## src/design/dcfifo_cfg.svh

```systemverilog
// constants for the dual-clock 64x18 first-in first-out buffer
// Summary of operation
// RULE1: store input word on push edge when both enables active and input ready high
// RULE2: pop on pop edge only with pop enable and both output enables low, ready high
// RULE3: first word into empty buffer falls through whatever the read controls are
// RULE4: first word appears with output ready on third pop edge after its write
// RULE5: while output ready is low the outputs keep the last word read
// RULE6: output ready changes only on pop edges; low means empty, reads blocked
// RULE7: input ready changes only on push edges; low means full, writes blocked
// RULE8: either output enable high blocks reads and floats all data outputs
// RULE9: reset clears input ready, output ready, half full and sets almost flag
// RULE10: outside logic holds reset over four edges of each side clock
// RULE11: input ready rises on the second push edge after reset release
// RULE12: half full is high when 32 or more words are held
// RULE13: almost flag high when count at most empty offset or at least 64-full offset
// RULE14: both offsets default to 8 when nothing is programmed
// RULE15: offsets are accepted only after reset and before the first write
// RULE16: outside logic keeps program strobe high in reset, lowers it only when allowed
// RULE17: first push edge with strobe low loads low five data bits into both offsets
// RULE18: a second push edge with strobe still low reloads only the full offset
// RULE19: no word is stored while offsets are being programmed
// RULE20: each offset register is five bits wide, values up to 31
// RULE21: storage holds 64 words of 18 bits
// RULE22: side clocks are free running and may be asynchronous or coincident
// RULE23: pointers cross between sides in gray code through two-stage synchronisers
// RULE24: occupancy flags update on edges of either side clock
`ifndef DCFIFO_CFG_SVH
`define DCFIFO_CFG_SVH
`define DCF_DW        18
`define DCF_AW        6
`define DCF_PW        7
`define DCF_DEPTH     8'h40
`define DCF_HALF      8'h20
`define DCF_OFS_W     5
`define DCF_OFS_DEF   5'h08
`define DCF_INIT_LAST 2'h1
`define DCF_PROG_MAX  2'h2
`define DCF_STAGE_D   4
`define DCF_FIRST_MAX 400
`endif

```

## src/design/dcfifo_pkg.sv

```systemverilog
// types shared by the dual-clock buffer
`include "dcfifo_cfg.svh"
package dcfifo_pkg;
  typedef logic [`DCF_DW-1:0]    word_t;
  typedef logic [`DCF_PW-1:0]    ptr_t;
  typedef logic [`DCF_OFS_W-1:0] ofs_t;

  typedef struct packed {
    word_t data;
    logic  en_hi;
    logic  en_lo_n;
    logic  prog_n;
  } push_pins_t;

  typedef struct packed {
    logic pop_n;
    logic oe_a_n;
    logic oe_b_n;
  } pop_pins_t;

  typedef struct packed {
    logic [2:0]            wclk_s;
    logic [2:0]            rclk_s;
    push_pins_t [1:0]      wpin_s;
    pop_pins_t [1:0]       rpin_s;
    word_t [(1<<`DCF_AW)-1:0] mem;
    ptr_t                  wptr;
    ptr_t                  rptr;
    ptr_t                  wg1;
    ptr_t                  wg2;
    ptr_t                  rg1;
    ptr_t                  rg2;
    logic [1:0]            init_cnt;
    logic                  init_done;
    logic [1:0]            prog_cnt;
    logic                  first_wr;
    ofs_t                  ofs_empty;
    ofs_t                  ofs_full;
    logic                  in_rdy;
    logic                  out_rdy;
    logic                  half;
    logic                  afae;
    logic                  oe;
    word_t                 dout;
  } core_state_t;

  function automatic ptr_t bin2gray(input ptr_t b);
    return b ^ (b >> 1);
  endfunction : bin2gray

  function automatic ptr_t gray2bin(input ptr_t g);
    ptr_t b;
    b[`DCF_PW-1] = g[`DCF_PW-1];
    for (int i = `DCF_PW-2; i >= 0; i--) begin
      b[i] = b[i+1] ^ g[i];
    end
    return b;
  endfunction : gray2bin
endpackage : dcfifo_pkg

```

## src/design/dual_clock_fifo_64x18.sv

```systemverilog
// dual-clock 64x18 buffer with a four-word staging queue on the push path
`timescale 1ns/1ps
`include "dcfifo_cfg.svh"

module stage_fifo #(
  parameter int W = 18,
  parameter int D = 4
) (
  input  wire logic                 clk_i,
  input  wire logic                 rst_i,
  input  wire logic                 in_valid_i,
  output logic                      in_ready_o,
  input  wire logic [W-1:0]         in_data_i,
  output logic                      out_valid_o,
  input  wire logic                 out_ready_i,
  output logic [W-1:0]              out_data_o,
  output logic [$clog2(D+1)-1:0]    count_o
);
  localparam int AW = (D > 1) ? $clog2(D) : 1;
  localparam int CW = $clog2(D+1);
  typedef struct packed {
    logic [D-1:0][W-1:0] buf_q;
    logic [AW-1:0]       wi;
    logic [AW-1:0]       ri;
    logic [CW-1:0]       cnt;
  } sf_state_t;

  sf_state_t st_reg;
  sf_state_t st_next;
  logic      push;
  logic      pop;

  assign in_ready_o  = (st_reg.cnt != CW'(D));
  assign out_valid_o = (st_reg.cnt != '0);
  assign out_data_o  = st_reg.buf_q[st_reg.ri];
  assign count_o     = st_reg.cnt;
  assign push        = in_valid_i && in_ready_o;
  assign pop         = out_valid_o && out_ready_i;

  always_comb begin
    st_next = st_reg;
    if (push) begin
      st_next.buf_q[st_reg.wi] = in_data_i;
      st_next.wi = (st_reg.wi == AW'(D-1)) ? '0 : st_reg.wi + 1'b1;
    end
    if (pop) begin
      st_next.ri = (st_reg.ri == AW'(D-1)) ? '0 : st_reg.ri + 1'b1;
    end
    st_next.cnt = st_reg.cnt + CW'(push) - CW'(pop);
  end

  always_ff @(posedge clk_i) begin
    if (rst_i) begin
      st_reg <= '0;
    end else begin
      st_reg <= st_next;
    end
  end
endmodule : stage_fifo

module dual_clock_fifo_64x18 (
  input  wire logic              clk_i,
  input  wire logic              rst_i,
  input  wire logic              push_side_clock_i,
  input  wire logic [`DCF_DW-1:0] push_data_in_i,
  input  wire logic              push_enable_active_high_i,
  input  wire logic              push_enable_active_low_n_i,
  input  wire logic              offset_program_strobe_n_i,
  input  wire logic              pop_side_clock_i,
  input  wire logic              pop_enable_n_i,
  input  wire logic              output_enable_a_n_i,
  input  wire logic              output_enable_b_n_i,
  output logic                   input_ready_flag_o,
  output logic                   output_ready_flag_o,
  output logic                   half_full_flag_o,
  output logic                   almost_full_empty_flag_o,
  output logic [`DCF_DW-1:0]     pop_data_out_o,
  output logic                   pop_data_oe_o
);
  localparam int SCW = $clog2(`DCF_STAGE_D+1);

  dcfifo_pkg::core_state_t st_reg;
  dcfifo_pkg::core_state_t st_next;
  dcfifo_pkg::push_pins_t  wpin;
  dcfifo_pkg::pop_pins_t   rpin;
  dcfifo_pkg::word_t       stg_data;
  dcfifo_pkg::ptr_t        mem_used;
  dcfifo_pkg::ptr_t        wbin_sync;
  logic [SCW-1:0]          stg_cnt;
  logic [7:0]              occ;
  logic [7:0]              push_total;
  logic                    wedge;
  logic                    redge;
  logic                    accept;
  logic                    stg_in_ready;
  logic                    stg_valid;
  logic                    drain_ready;
  logic                    rd_req;
  logic                    avail;
  logic                    prog_ok;
  logic                    pop_now;
  logic [7:0]              occ_new;

  // edges of the side clocks, seen only after the two sampling stages
  assign wedge = st_reg.wclk_s[1] && !st_reg.wclk_s[2];
  assign redge = st_reg.rclk_s[1] && !st_reg.rclk_s[2];
  assign wpin  = st_reg.wpin_s[1];
  assign rpin  = st_reg.rpin_s[1];

  // programming window: after reset, before any word is stored
  assign prog_ok = st_reg.init_done && !st_reg.first_wr; // RULE15

  assign accept = wedge && wpin.en_hi && !wpin.en_lo_n // RULE1
                  && st_reg.in_rdy && wpin.prog_n      // RULE19
                  && stg_in_ready;

  // push side sees the pop pointer two push edges late: never overfills
  assign mem_used   = st_reg.wptr - dcfifo_pkg::gray2bin(st_reg.rg2); // RULE23
  assign drain_ready = ({1'b0, mem_used} < `DCF_DEPTH);
  assign push_total = 8'({1'b0, mem_used}) + 8'(stg_cnt) + 8'(accept);

  // pop side sees the push pointer two pop edges late, hence the third edge
  assign wbin_sync = dcfifo_pkg::gray2bin(st_reg.wg2); // RULE23
  assign avail     = (wbin_sync != st_reg.rptr);
  assign rd_req    = !rpin.pop_n && !rpin.oe_a_n && !rpin.oe_b_n; // RULE2

  assign occ = 8'({1'b0, st_reg.wptr - st_reg.rptr}) + 8'(st_reg.out_rdy)
               + 8'(stg_cnt);

  // flags must count the word taken or handed out at this very edge,
  // else they lag until some later edge of either side clock
  assign pop_now = redge && st_reg.out_rdy && rd_req;
  assign occ_new = occ + 8'(accept) - 8'(pop_now);

  stage_fifo #(
    .W (`DCF_DW),
    .D (`DCF_STAGE_D)
  ) u_stage (
    .clk_i       (clk_i),
    .rst_i       (rst_i),
    .in_valid_i  (accept),
    .in_ready_o  (stg_in_ready),
    .in_data_i   (wpin.data),
    .out_valid_o (stg_valid),
    .out_ready_i (drain_ready),
    .out_data_o  (stg_data),
    .count_o     (stg_cnt)
  );

  always_comb begin
    st_next = st_reg;
    st_next.wclk_s = {st_reg.wclk_s[1:0], push_side_clock_i}; // RULE22
    st_next.rclk_s = {st_reg.rclk_s[1:0], pop_side_clock_i};
    st_next.wpin_s = {st_reg.wpin_s[0],
                      {push_data_in_i, push_enable_active_high_i,
                       push_enable_active_low_n_i,
                       offset_program_strobe_n_i}};
    st_next.rpin_s = {st_reg.rpin_s[0],
                      {pop_enable_n_i, output_enable_a_n_i,
                       output_enable_b_n_i}};
    st_next.oe = !(rpin.oe_a_n || rpin.oe_b_n); // RULE8

    if (stg_valid && drain_ready) begin
      st_next.mem[st_reg.wptr[`DCF_AW-1:0]] = stg_data; // RULE21
      st_next.wptr = st_reg.wptr + 1'b1;
    end

    if (wedge) begin
      st_next.rg1 = dcfifo_pkg::bin2gray(st_reg.rptr); // RULE23
      st_next.rg2 = st_reg.rg1;
      if (!st_reg.init_done) begin
        if (st_reg.init_cnt == `DCF_INIT_LAST) begin
          st_next.init_done = 1'b1;
          st_next.in_rdy    = 1'b1; // RULE11
        end else begin
          st_next.init_cnt = st_reg.init_cnt + 1'b1;
        end
      end else begin
        st_next.in_rdy = (push_total < `DCF_DEPTH); // RULE7
      end
      if (accept) begin
        st_next.first_wr = 1'b1;
      end
      if (!wpin.prog_n && prog_ok) begin
        if (st_reg.prog_cnt == 2'h0) begin
          st_next.ofs_empty = wpin.data[`DCF_OFS_W-1:0]; // RULE17
          st_next.ofs_full  = wpin.data[`DCF_OFS_W-1:0];
        end else if (st_reg.prog_cnt == 2'h1) begin
          st_next.ofs_full  = wpin.data[`DCF_OFS_W-1:0]; // RULE18
        end
        if (st_reg.prog_cnt != `DCF_PROG_MAX) begin
          st_next.prog_cnt = st_reg.prog_cnt + 1'b1;
        end
      end else if (wpin.prog_n) begin
        st_next.prog_cnt = 2'h0;
      end
    end

    if (redge) begin
      st_next.wg1 = dcfifo_pkg::bin2gray(st_reg.wptr); // RULE23
      st_next.wg2 = st_reg.wg1;
      // an empty output register loads without waiting for a read
      if (!st_reg.out_rdy || rd_req) begin // RULE3
        if (avail) begin
          st_next.dout    = st_reg.mem[st_reg.rptr[`DCF_AW-1:0]]; // RULE4
          st_next.rptr    = st_reg.rptr + 1'b1;
          st_next.out_rdy = 1'b1;
        end else begin
          st_next.out_rdy = 1'b0; // RULE6
        end
      end
    end

    if (wedge || redge) begin
      st_next.half = (occ_new >= `DCF_HALF); // RULE12
      st_next.afae = (occ_new <= 8'(st_reg.ofs_empty)) // RULE13
                     || (occ_new >= (`DCF_DEPTH - 8'(st_reg.ofs_full))); // RULE24
    end
  end

  // reset is sampled by clk_i; the side clocks need not run during it
  always_ff @(posedge clk_i) begin
    if (rst_i) begin
      st_reg           <= '0; // RULE9
      st_reg.afae      <= 1'b1;
      st_reg.ofs_empty <= `DCF_OFS_DEF; // RULE14
      st_reg.ofs_full  <= `DCF_OFS_DEF; // RULE20
    end else begin
      st_reg <= st_next;
    end
  end

  assign input_ready_flag_o       = st_reg.in_rdy;
  assign output_ready_flag_o      = st_reg.out_rdy;
  assign half_full_flag_o         = st_reg.half;
  assign almost_full_empty_flag_o = st_reg.afae;
  assign pop_data_out_o           = st_reg.dout; // RULE5
  assign pop_data_oe_o            = st_reg.oe;

  // checks
  localparam int FIRST_MAX = `DCF_FIRST_MAX;
  // pointer-wide sum, so a wrapping push pointer keeps the total exact
  dcfifo_pkg::ptr_t in_total;
  assign in_total = st_reg.wptr + dcfifo_pkg::ptr_t'(stg_cnt);
endmodule : dual_clock_fifo_64x18

```

## config.mk

```make
export PLATFORM = sky130hd
export DESIGN_NAME = dual_clock_fifo_64x18
export DESIGN_NICKNAME = d
export VERILOG_FILES = /design/src/design/dcfifo_pkg.sv /design/src/design/dual_clock_fifo_64x18.sv
export VERILOG_INCLUDE_DIRS = /design/src /design/src/design
export SDC_FILE = /design/constraint.sdc
export NUM_CORES = 2
export LEC_CHECK = 0
export ABC_AREA = 0
export BUFFER_PORTS_ARGS = -buffer_cell sky130_fd_sc_hd__buf_2
export CAP_MARGIN = 10
export CORE_MARGIN = 1
export CORE_UTILIZATION = 55
export DETAILED_ROUTE_END_ITERATION = 8
export GPL_TIMING_DRIVEN = 1
export PLACE_DENSITY = 0.74
export SLEW_MARGIN = 20
export SYNTH_ARGS = -nofsm -noshare
export SYNTH_HDL_FRONTEND = slang
export SYNTH_SLANG_ARGS = --single-unit
```

## constraint.sdc

```tcl
create_clock -name clk_i -period 4.9 [get_ports clk_i]
set_input_delay 0.98 -clock clk_i [delete_from_list [all_inputs] [get_ports clk_i]]
set_output_delay 0.98 -clock clk_i [all_outputs]
set_load 0.03 [all_outputs]
```

# --- After elaboration in Yosys (flattened, before gate mapping) ---
# Index checks and enable logic that the tools add are counted.
totals:
  reg_bits: 1366
  input_bits: 28
  out_inout_bits: 23
  wordCells: 223
classes:
  n_addsub: 17
  order_cmp: 11
  n_eq_ne: 8
  mux: 22
  bitwise: 16
  n_reduce_logical: 44
ops:
  columns: ["cell", "count"]
  rows:
  - ["1152-bit bitwise mux", 1]
  - ["18-bit binary-select mux with 6-bit select", 1]
  - ["18-bit demux with 6-bit select", 1]
  - ["72-bit bitwise mux", 1]
  - ["18-bit two-way mux", 4]
  - ["18-bit binary-select mux with 2-bit select", 1]
  - ["18-bit demux with 2-bit select", 1]
  - ["1-bit logical AND", 17]
  - ["8-bit by 1-bit adder with 8-bit output", 2]
  - ["3-bit AND reduction", 5]
  - ["7-bit by 1-bit adder with 7-bit output (second input constant)", 2]
  - ["6-bit by 7-bit less-than comparator with 1-bit output (second input constant)", 2]
  - ["7-bit subtractor", 2]
  - ["7-bit by 6-bit bitwise XOR with 7-bit output", 2]
  - ["1-bit bitwise XOR", 12]
  - ["1-bit logical NOT", 10]
  - ["2-bit two-way mux", 5]
  - ["5-bit two-way mux", 2]
  - ["2-bit by 1-bit adder with 2-bit output (second input constant)", 4]
  - ["7-bit by 1-bit adder with 8-bit output", 1]
  - ["7-bit by 3-bit adder with 8-bit output", 1]
  - ["8-bit by 3-bit adder with 8-bit output", 1]
  - ["8-bit by 6-bit greater-or-equal comparator with 1-bit output (second input constant)", 1]
  - ["8-bit greater-or-equal comparator", 1]
  - ["23 further kinds", 38]

# --- Logic depth before layout (Yosys ltp) ---
depth:
  word_depth: 11
  ltp_mapped: 24
  ltp_nobuf: 22

# --- By module ---
# From an unflattened synthesis, not the netlist that was laid out.
unflattened:
  hier_cells: 5790
  hier_area_um2: 60290.3
by_module_without_submodules:
  columns: ["mod", "n_inst", "cells_each", "area_each_um2", "seq_area_each_um2"]
  rows:
  - ["dual_clock_fifo_64x18", 1, 5465, 56524.2, 25764.7]
  - ["stage_fifo", 1, 325, 3766.1, 1581.5]

# --- Worst setup path after synthesis ---
# No wires, ideal clock.
synth_path:
  kind: "register -> register"
  from: "reg st_reg[45] (netlist bit)"
  to: "reg u_stage.st_reg, in the netlist u_stage.count_o[2]"
  setup_ns: 0.128
  arrival_ns: 4.655
  t_required_ns: 4.772
  setup_slack_ns: 0.118
  path_stages_with_launch: 25
  path_buffers: 2
  period_less_slack_ns: 4.782
  cell_sequence: "dfxtp_1 -> xnor2_1 -> xor2_1 -> xor2_1 -> xor2_1 -> xor2_1 -> xnor2_1 -> ha_1 -> fa_1 -> nor2b_1 -> o21a_1 -> o21a_1 -> o211a_1 -> buf_2 -> buf_1 -> nand2_1 -> inv_1 -> ha_1 -> inv_1 -> ha_1 -> inv_1 -> fa_1 -> xnor2_1 -> xnor2_1 -> nor2_1"
synth_between:
  elab_chain_cells: 10
synth_lines:
  columns: ["element", "line_no", "rtl"]
  rows:
  - ["from (decl)", "dual_clock_fifo_64x18.sv:82", "dcfifo_pkg::core_state_t st_reg;"]
  - ["from (signal assigned)", "dual_clock_fifo_64x18.sv:229", "st_reg <= st_next;"]
  - ["1-bit bitwise XOR (6 in a row)", "dcfifo_pkg.sv:55", "b[i] = b[i+1] ^ g[i];"]
  - ["7-bit subtractor (*)", "dual_clock_fifo_64x18.sv:118", "assign mem_used = st_reg.wptr - dcfifo_pkg::gray2bin(st_reg.rg2);"]
  - ["7-bit less-than comparator (no line) (*)", null, null]
  - ["1-bit logical AND (*)", "dual_clock_fifo_64x18.sv:38", "assign pop = out_valid_o && out_ready_i;"]
  - ["named net u_stage.pop", "dual_clock_fifo_64x18.sv:31", "logic pop;"]
  - ["3-bit by 1-bit subtractor with 3-bit output (*)", "dual_clock_fifo_64x18.sv:49", "st_next.cnt = st_reg.cnt + CW'(push) - CW'(pop);"]
  - ["to (signal assigned)", "dual_clock_fifo_64x18.sv:56", "st_reg <= st_next;"]
  - ["to (decl)", "dual_clock_fifo_64x18.sv:28", "sf_state_t st_reg;"]
# Mark *: on every way through the listed nets, which the timed path passes. The rest lies on a longest branch.
# A chain may end at the register's enable or synchronous reset.

# --- Worst setup path after layout ---
layout_path:
  from: "reg st_reg[44] (netlist bit)"
  to: "reg st_reg[1016] (netlist bit)"
layout_between:
  elab_chain_cells: 9
layout_lines:
  columns: ["element", "line_no", "rtl"]
  rows:
  - ["1-bit bitwise XOR (*)", "dcfifo_pkg.sv:55", null]
  - ["1-bit bitwise XOR (5 in a row)", "dcfifo_pkg.sv:55", null]
  - ["7-bit subtractor (*)", "dual_clock_fifo_64x18.sv:118", null]
  - ["7-bit less-than comparator (no line) (*)", null, null]
  - ["1-bit logical AND (*)", "dual_clock_fifo_64x18.sv:163", "if (stg_valid && drain_ready) begin"]
# Mark *: on every way between the ends. The rest lies on a longest branch, timed or not.

==> impl_metrics.csv <==
group,metric,value,unit
sta,skew,0.0243,ns
clock_tree,root_buffer,"clkbuf_16",
drt,antenna_left,0,
drt,via_per_inst,6.06,
cells_and_area,instances_no_fill,7735,
drt,wirelength,168,mm
sta,setup_viol,0,
floorplan,start_util,0.555,
sta,period_needed,4.65,ns
sta,timing.fmax,215,MHz
pwr,power.density,377,nW/µm²
sta,whs,0.426,ns
clock_tree,tritoncts,"built",
clock_tree,numCtsBuffers,140,
place,place_area,60400,µm²
yosys,syn_area_per_cell,9.22,µm²
grt,overflow,0,
run,maxCapViolations,0,
worst_setup_path,crit_type,"reg -> reg",
clock_tree,cts.sinks,1366,
floorplan,die-area,109000,µm²
floorplan,core-area,107000,µm²
worst_setup_path,rrSetupSlack,0.25,ns
worst_setup_path,critical_path_required,5.50,ns
drt,drc,0,
yosys,ys_types,51,
pwr,p_leak,24.3,nW
yosys,ys_warn_count,0,
place,gp_congestion,0.920,
clock_tree,clock_path_buffers,3,
pwr,p_seq_frac,0.459,
sta,relSlewSlack,0.101,
yosys,synth_edf_count,0,
grt,antenna_found_initial,2,
yosys,synth_flop_cell,"dfxtp_1",
worst_setup_path,r2r_end,"st_reg[1016]$_SDFFE_PP0P_",
pwr,switching_power,6.27,mW
worst_setup_path,endpoint_kind,"register",
yosys,syn_inst,6437,
floorplan,ios,51,
clock_tree,htreeDepth,4,
worst_setup_path,timing.rr.start,"st_reg[44]$_SDFFE_PP0N_",
yosys,syn_nets,6541,
grt,grtUsageTotal,0.303,
grt,grt_pass1_wl,257,mm
clock_tree,clk_latency,0.76,ns
hold_path,hold_class,"reg -> reg",
sta,slew_viol_final,0,
place,dp_cells,7481,
cells_and_area,layout-drive-gt1-share,0.130,
drt,wire_per_inst,21.7,µm
pwr,worst_ir_drop_vdd,0.000589,V
floorplan,fp.dieH,331,µm
run_status,outcome,"complete, no violations",
yosys,syn_area,59400,µm²
clock_tree,clkSlewWorstSetupHoldPaths,0.06,ns
pwr,pwr-share-comb,0.103,
drt,first_iter_violations,5893,
sta,fin_crit_sh,0.949,
cells_and_area,fin_area,65000,µm²
place,io_buffers,50,
grt,grt_pass1_vias,44700,
pwr,p_int,18.2,mW
sta,hold_violations,0,
pwr,p_sw_frac,0.256,
yosys,ys_ff_latch,1366,
sta,tightest_slew,1.35,ns
sta,worst_slack,0.249,ns
drt,num_vias,46900,
cells_and_area,largest_reg_flops,1233,
place,place_ws,0.0830,ns
worst_setup_path,worstPathArrival,5.25,ns
worst_setup_path,cp-start-kind,"register",
place,post-dp-hpwl,99.9,mm
yosys,synthArstFlopShare,0,
pwr,clkPwrFrac,0.438,
drt,first_pass_iters,6,
cells_and_area,fin_nets,6327,
cells_and_area,utilization,0.607,
floorplan,rows,120,
yosys,synth-seq-area-share,0.461,
floorplan,die_w,331,µm
worst_setup_path,reg2regPathDepth,17,
worst_setup_path,crit_path_end,"st_reg[1016]$_SDFFE_PP0P_",
worst_setup_path,worstSetupStartpoint,"st_reg[44]$_SDFFE_PP0N_",
cells_and_area,syn_to_final_growth,9.50,%
grt,grt_max_degree,242,
worst_setup_path,path_max_fanout,64,
[metal layers]
metal | GRT usage | wire [µm] | vias up
li1 | - | - | 21500
met1 | 0.407 | 67200 | 22700
met2 | 0.476 | 77200 | 2297
met3 | 0.0580 | 16600 | 398
met4 | 0.133 | 6670 | 2
met5 | 0 | 20 | -
[synth_stat cells, types with 2 or more instances]
master,instances,share of area
and2_1,9,0.00095
nand3_1,13,0.0011
ha_1,71,0.015
nor4_1,21,0.0022
buf_6,16,0.0030
a211o_1,2,0.00030
o21ai_0,26,0.0022
or4_1,24,0.0030
mux2i_1,443,0.075
buf_1,76,0.0048
o31a_1,2,0.00030
xor2_1,15,0.0022
or3_1,3,0.00032
dfxtp_1,1366,0.46
nand2b_1,11,0.0012
and3_1,3,0.00032
fa_1,5,0.0017
buf_4,57,0.0072
clkinv_1,2,0.00013
o22ai_1,2,0.00021
o21a_1,3,0.00038
nor4_4,40,0.014
nor2b_1,71,0.0075
inv_1,54,0.0034
nand4_1,45,0.0047
nor2_1,476,0.030
a21o_1,9,0.0011
o2bb2ai_1,2,0.00030
a22oi_1,145,0.018
buf_2,46,0.0039
xnor2_1,31,0.0046
clkbuf_1,396,0.025
nor3_1,16,0.0013
mux4_2,306,0.12
nand2_1,1699,0.11
a21oi_1,913,0.077
a211oi_1,4,0.00051
[cell type report]
class | instances | area [µm²]
well taps | 1403 | 1760
inverters | 56 | 210
clock inverters | 51 | 554
multi-input cells | 4424 | 29300
flip-flops and latches | 1366 | 27400
diodes | 1 | 2.50
clock buffers | 199 | 4040
fillers | 8704 | 42000
repair buffers | 235 | 1820
[cells in the final DEF, fill, tap and decap left out, drive strengths merged, types with 24 or more instances in the layout]
cell type / Yosys / final
nor4: 61 / 61
nand2: 1699 / 1699
mux2i: 443 / 443
a22oi: 145 / 145
buf: 195 / 235
nor2b: 71 / 71
or4: 24 / 24
ha: 71 / 71
clkinv: 2 / 33
mux4: 306 / 306
xnor2: 31 / 31
inv: 54 / 61
dfxtp: 1366 / 1366
nand4: 45 / 45
nor2: 476 / 476
clkbuf: 396 / 199
o21ai: 26 / 26
a21oi: 913 / 913
[critical path, stage by stage (launching register included)]
cell and delay, ns:
dfxtp_1 0.33, xnor2_2 0.22, xor2_2 0.19, xor2_1 0.26, xor2_1 0.27, xor2_1 0.26, xnor2_1 0.10, ha_1 0.21
fa_1 0.43, nor2b_1 0.15, o21a_1 0.17, o21a_1 0.16, o211ai_1 0.20, buf_12 0.31, or4_1 0.58, buf_4 0.27
mux2i_1 0.21, nor2_1 0.07
[kinds of logic after synthesis]
kind of cell | synth area share
compound gates | 0.102
xor+xnor | 0.00744
fa+ha+maj | 0.0166
buf+inv | 0.0475
flops | 0.461
mux | 0.191
simple gates | 0.175
[worst min path at each step]
stage / startpoint / to / slack, ns / cells past startpoint
finish: st_next[1267]$_SDFF_PP0_ / st_reg[1267]$_SDFF_PP0_ / 0.43 / 1
global route: st_next[1267]$_SDFF_PP0_ / st_reg[1267]$_SDFF_PP0_ / 0.44 / 1
CTS: pop_enable_n_i / st_next[1238]$_SDFF_PP0_ / 0.41 / 2
global placement: rpin[1]$_SDFF_PP0_ / pop_data_oe_o$_SDFF_PP0_ / 0.42 / 1
detailed placement: st_next[1238]$_SDFF_PP0_ / rpin[2]$_SDFF_PP0_ / 0.42 / 1
floorplan: rpin[1]$_SDFF_PP0_ / pop_data_oe_o$_SDFF_PP0_ / 0.40 / 1
[power by group through the flow]
stage	logic (mW)	registers [mW]	clock network, mW
after CTS	2.47	11.2	10.8
after floorplan	1.84	11.5	0
final	2.52	11.2	10.7
after global placement	2.41	11.5	0
after detailed placement	2.46	11.5	0
after global routing	2.74	11.2	11.3
[metrics by stage]
step | total power, mW | TNS [ns]
final | 24.5 | 0
after global routing | 25.2 | -0.551
after CTS | 24.5 | 0
after detailed placement | 13.9 | 0
after global placement | 13.9 | 0
after floorplan | 13.3 | 0
[repair_timing]
action                                  CTS  global route
hold buffers                              0             0
gates resized for setup                   0             7
setup buffers                             0             3
endpoints found under the setup margin    0           472
(Power assumes the default switching activity.)
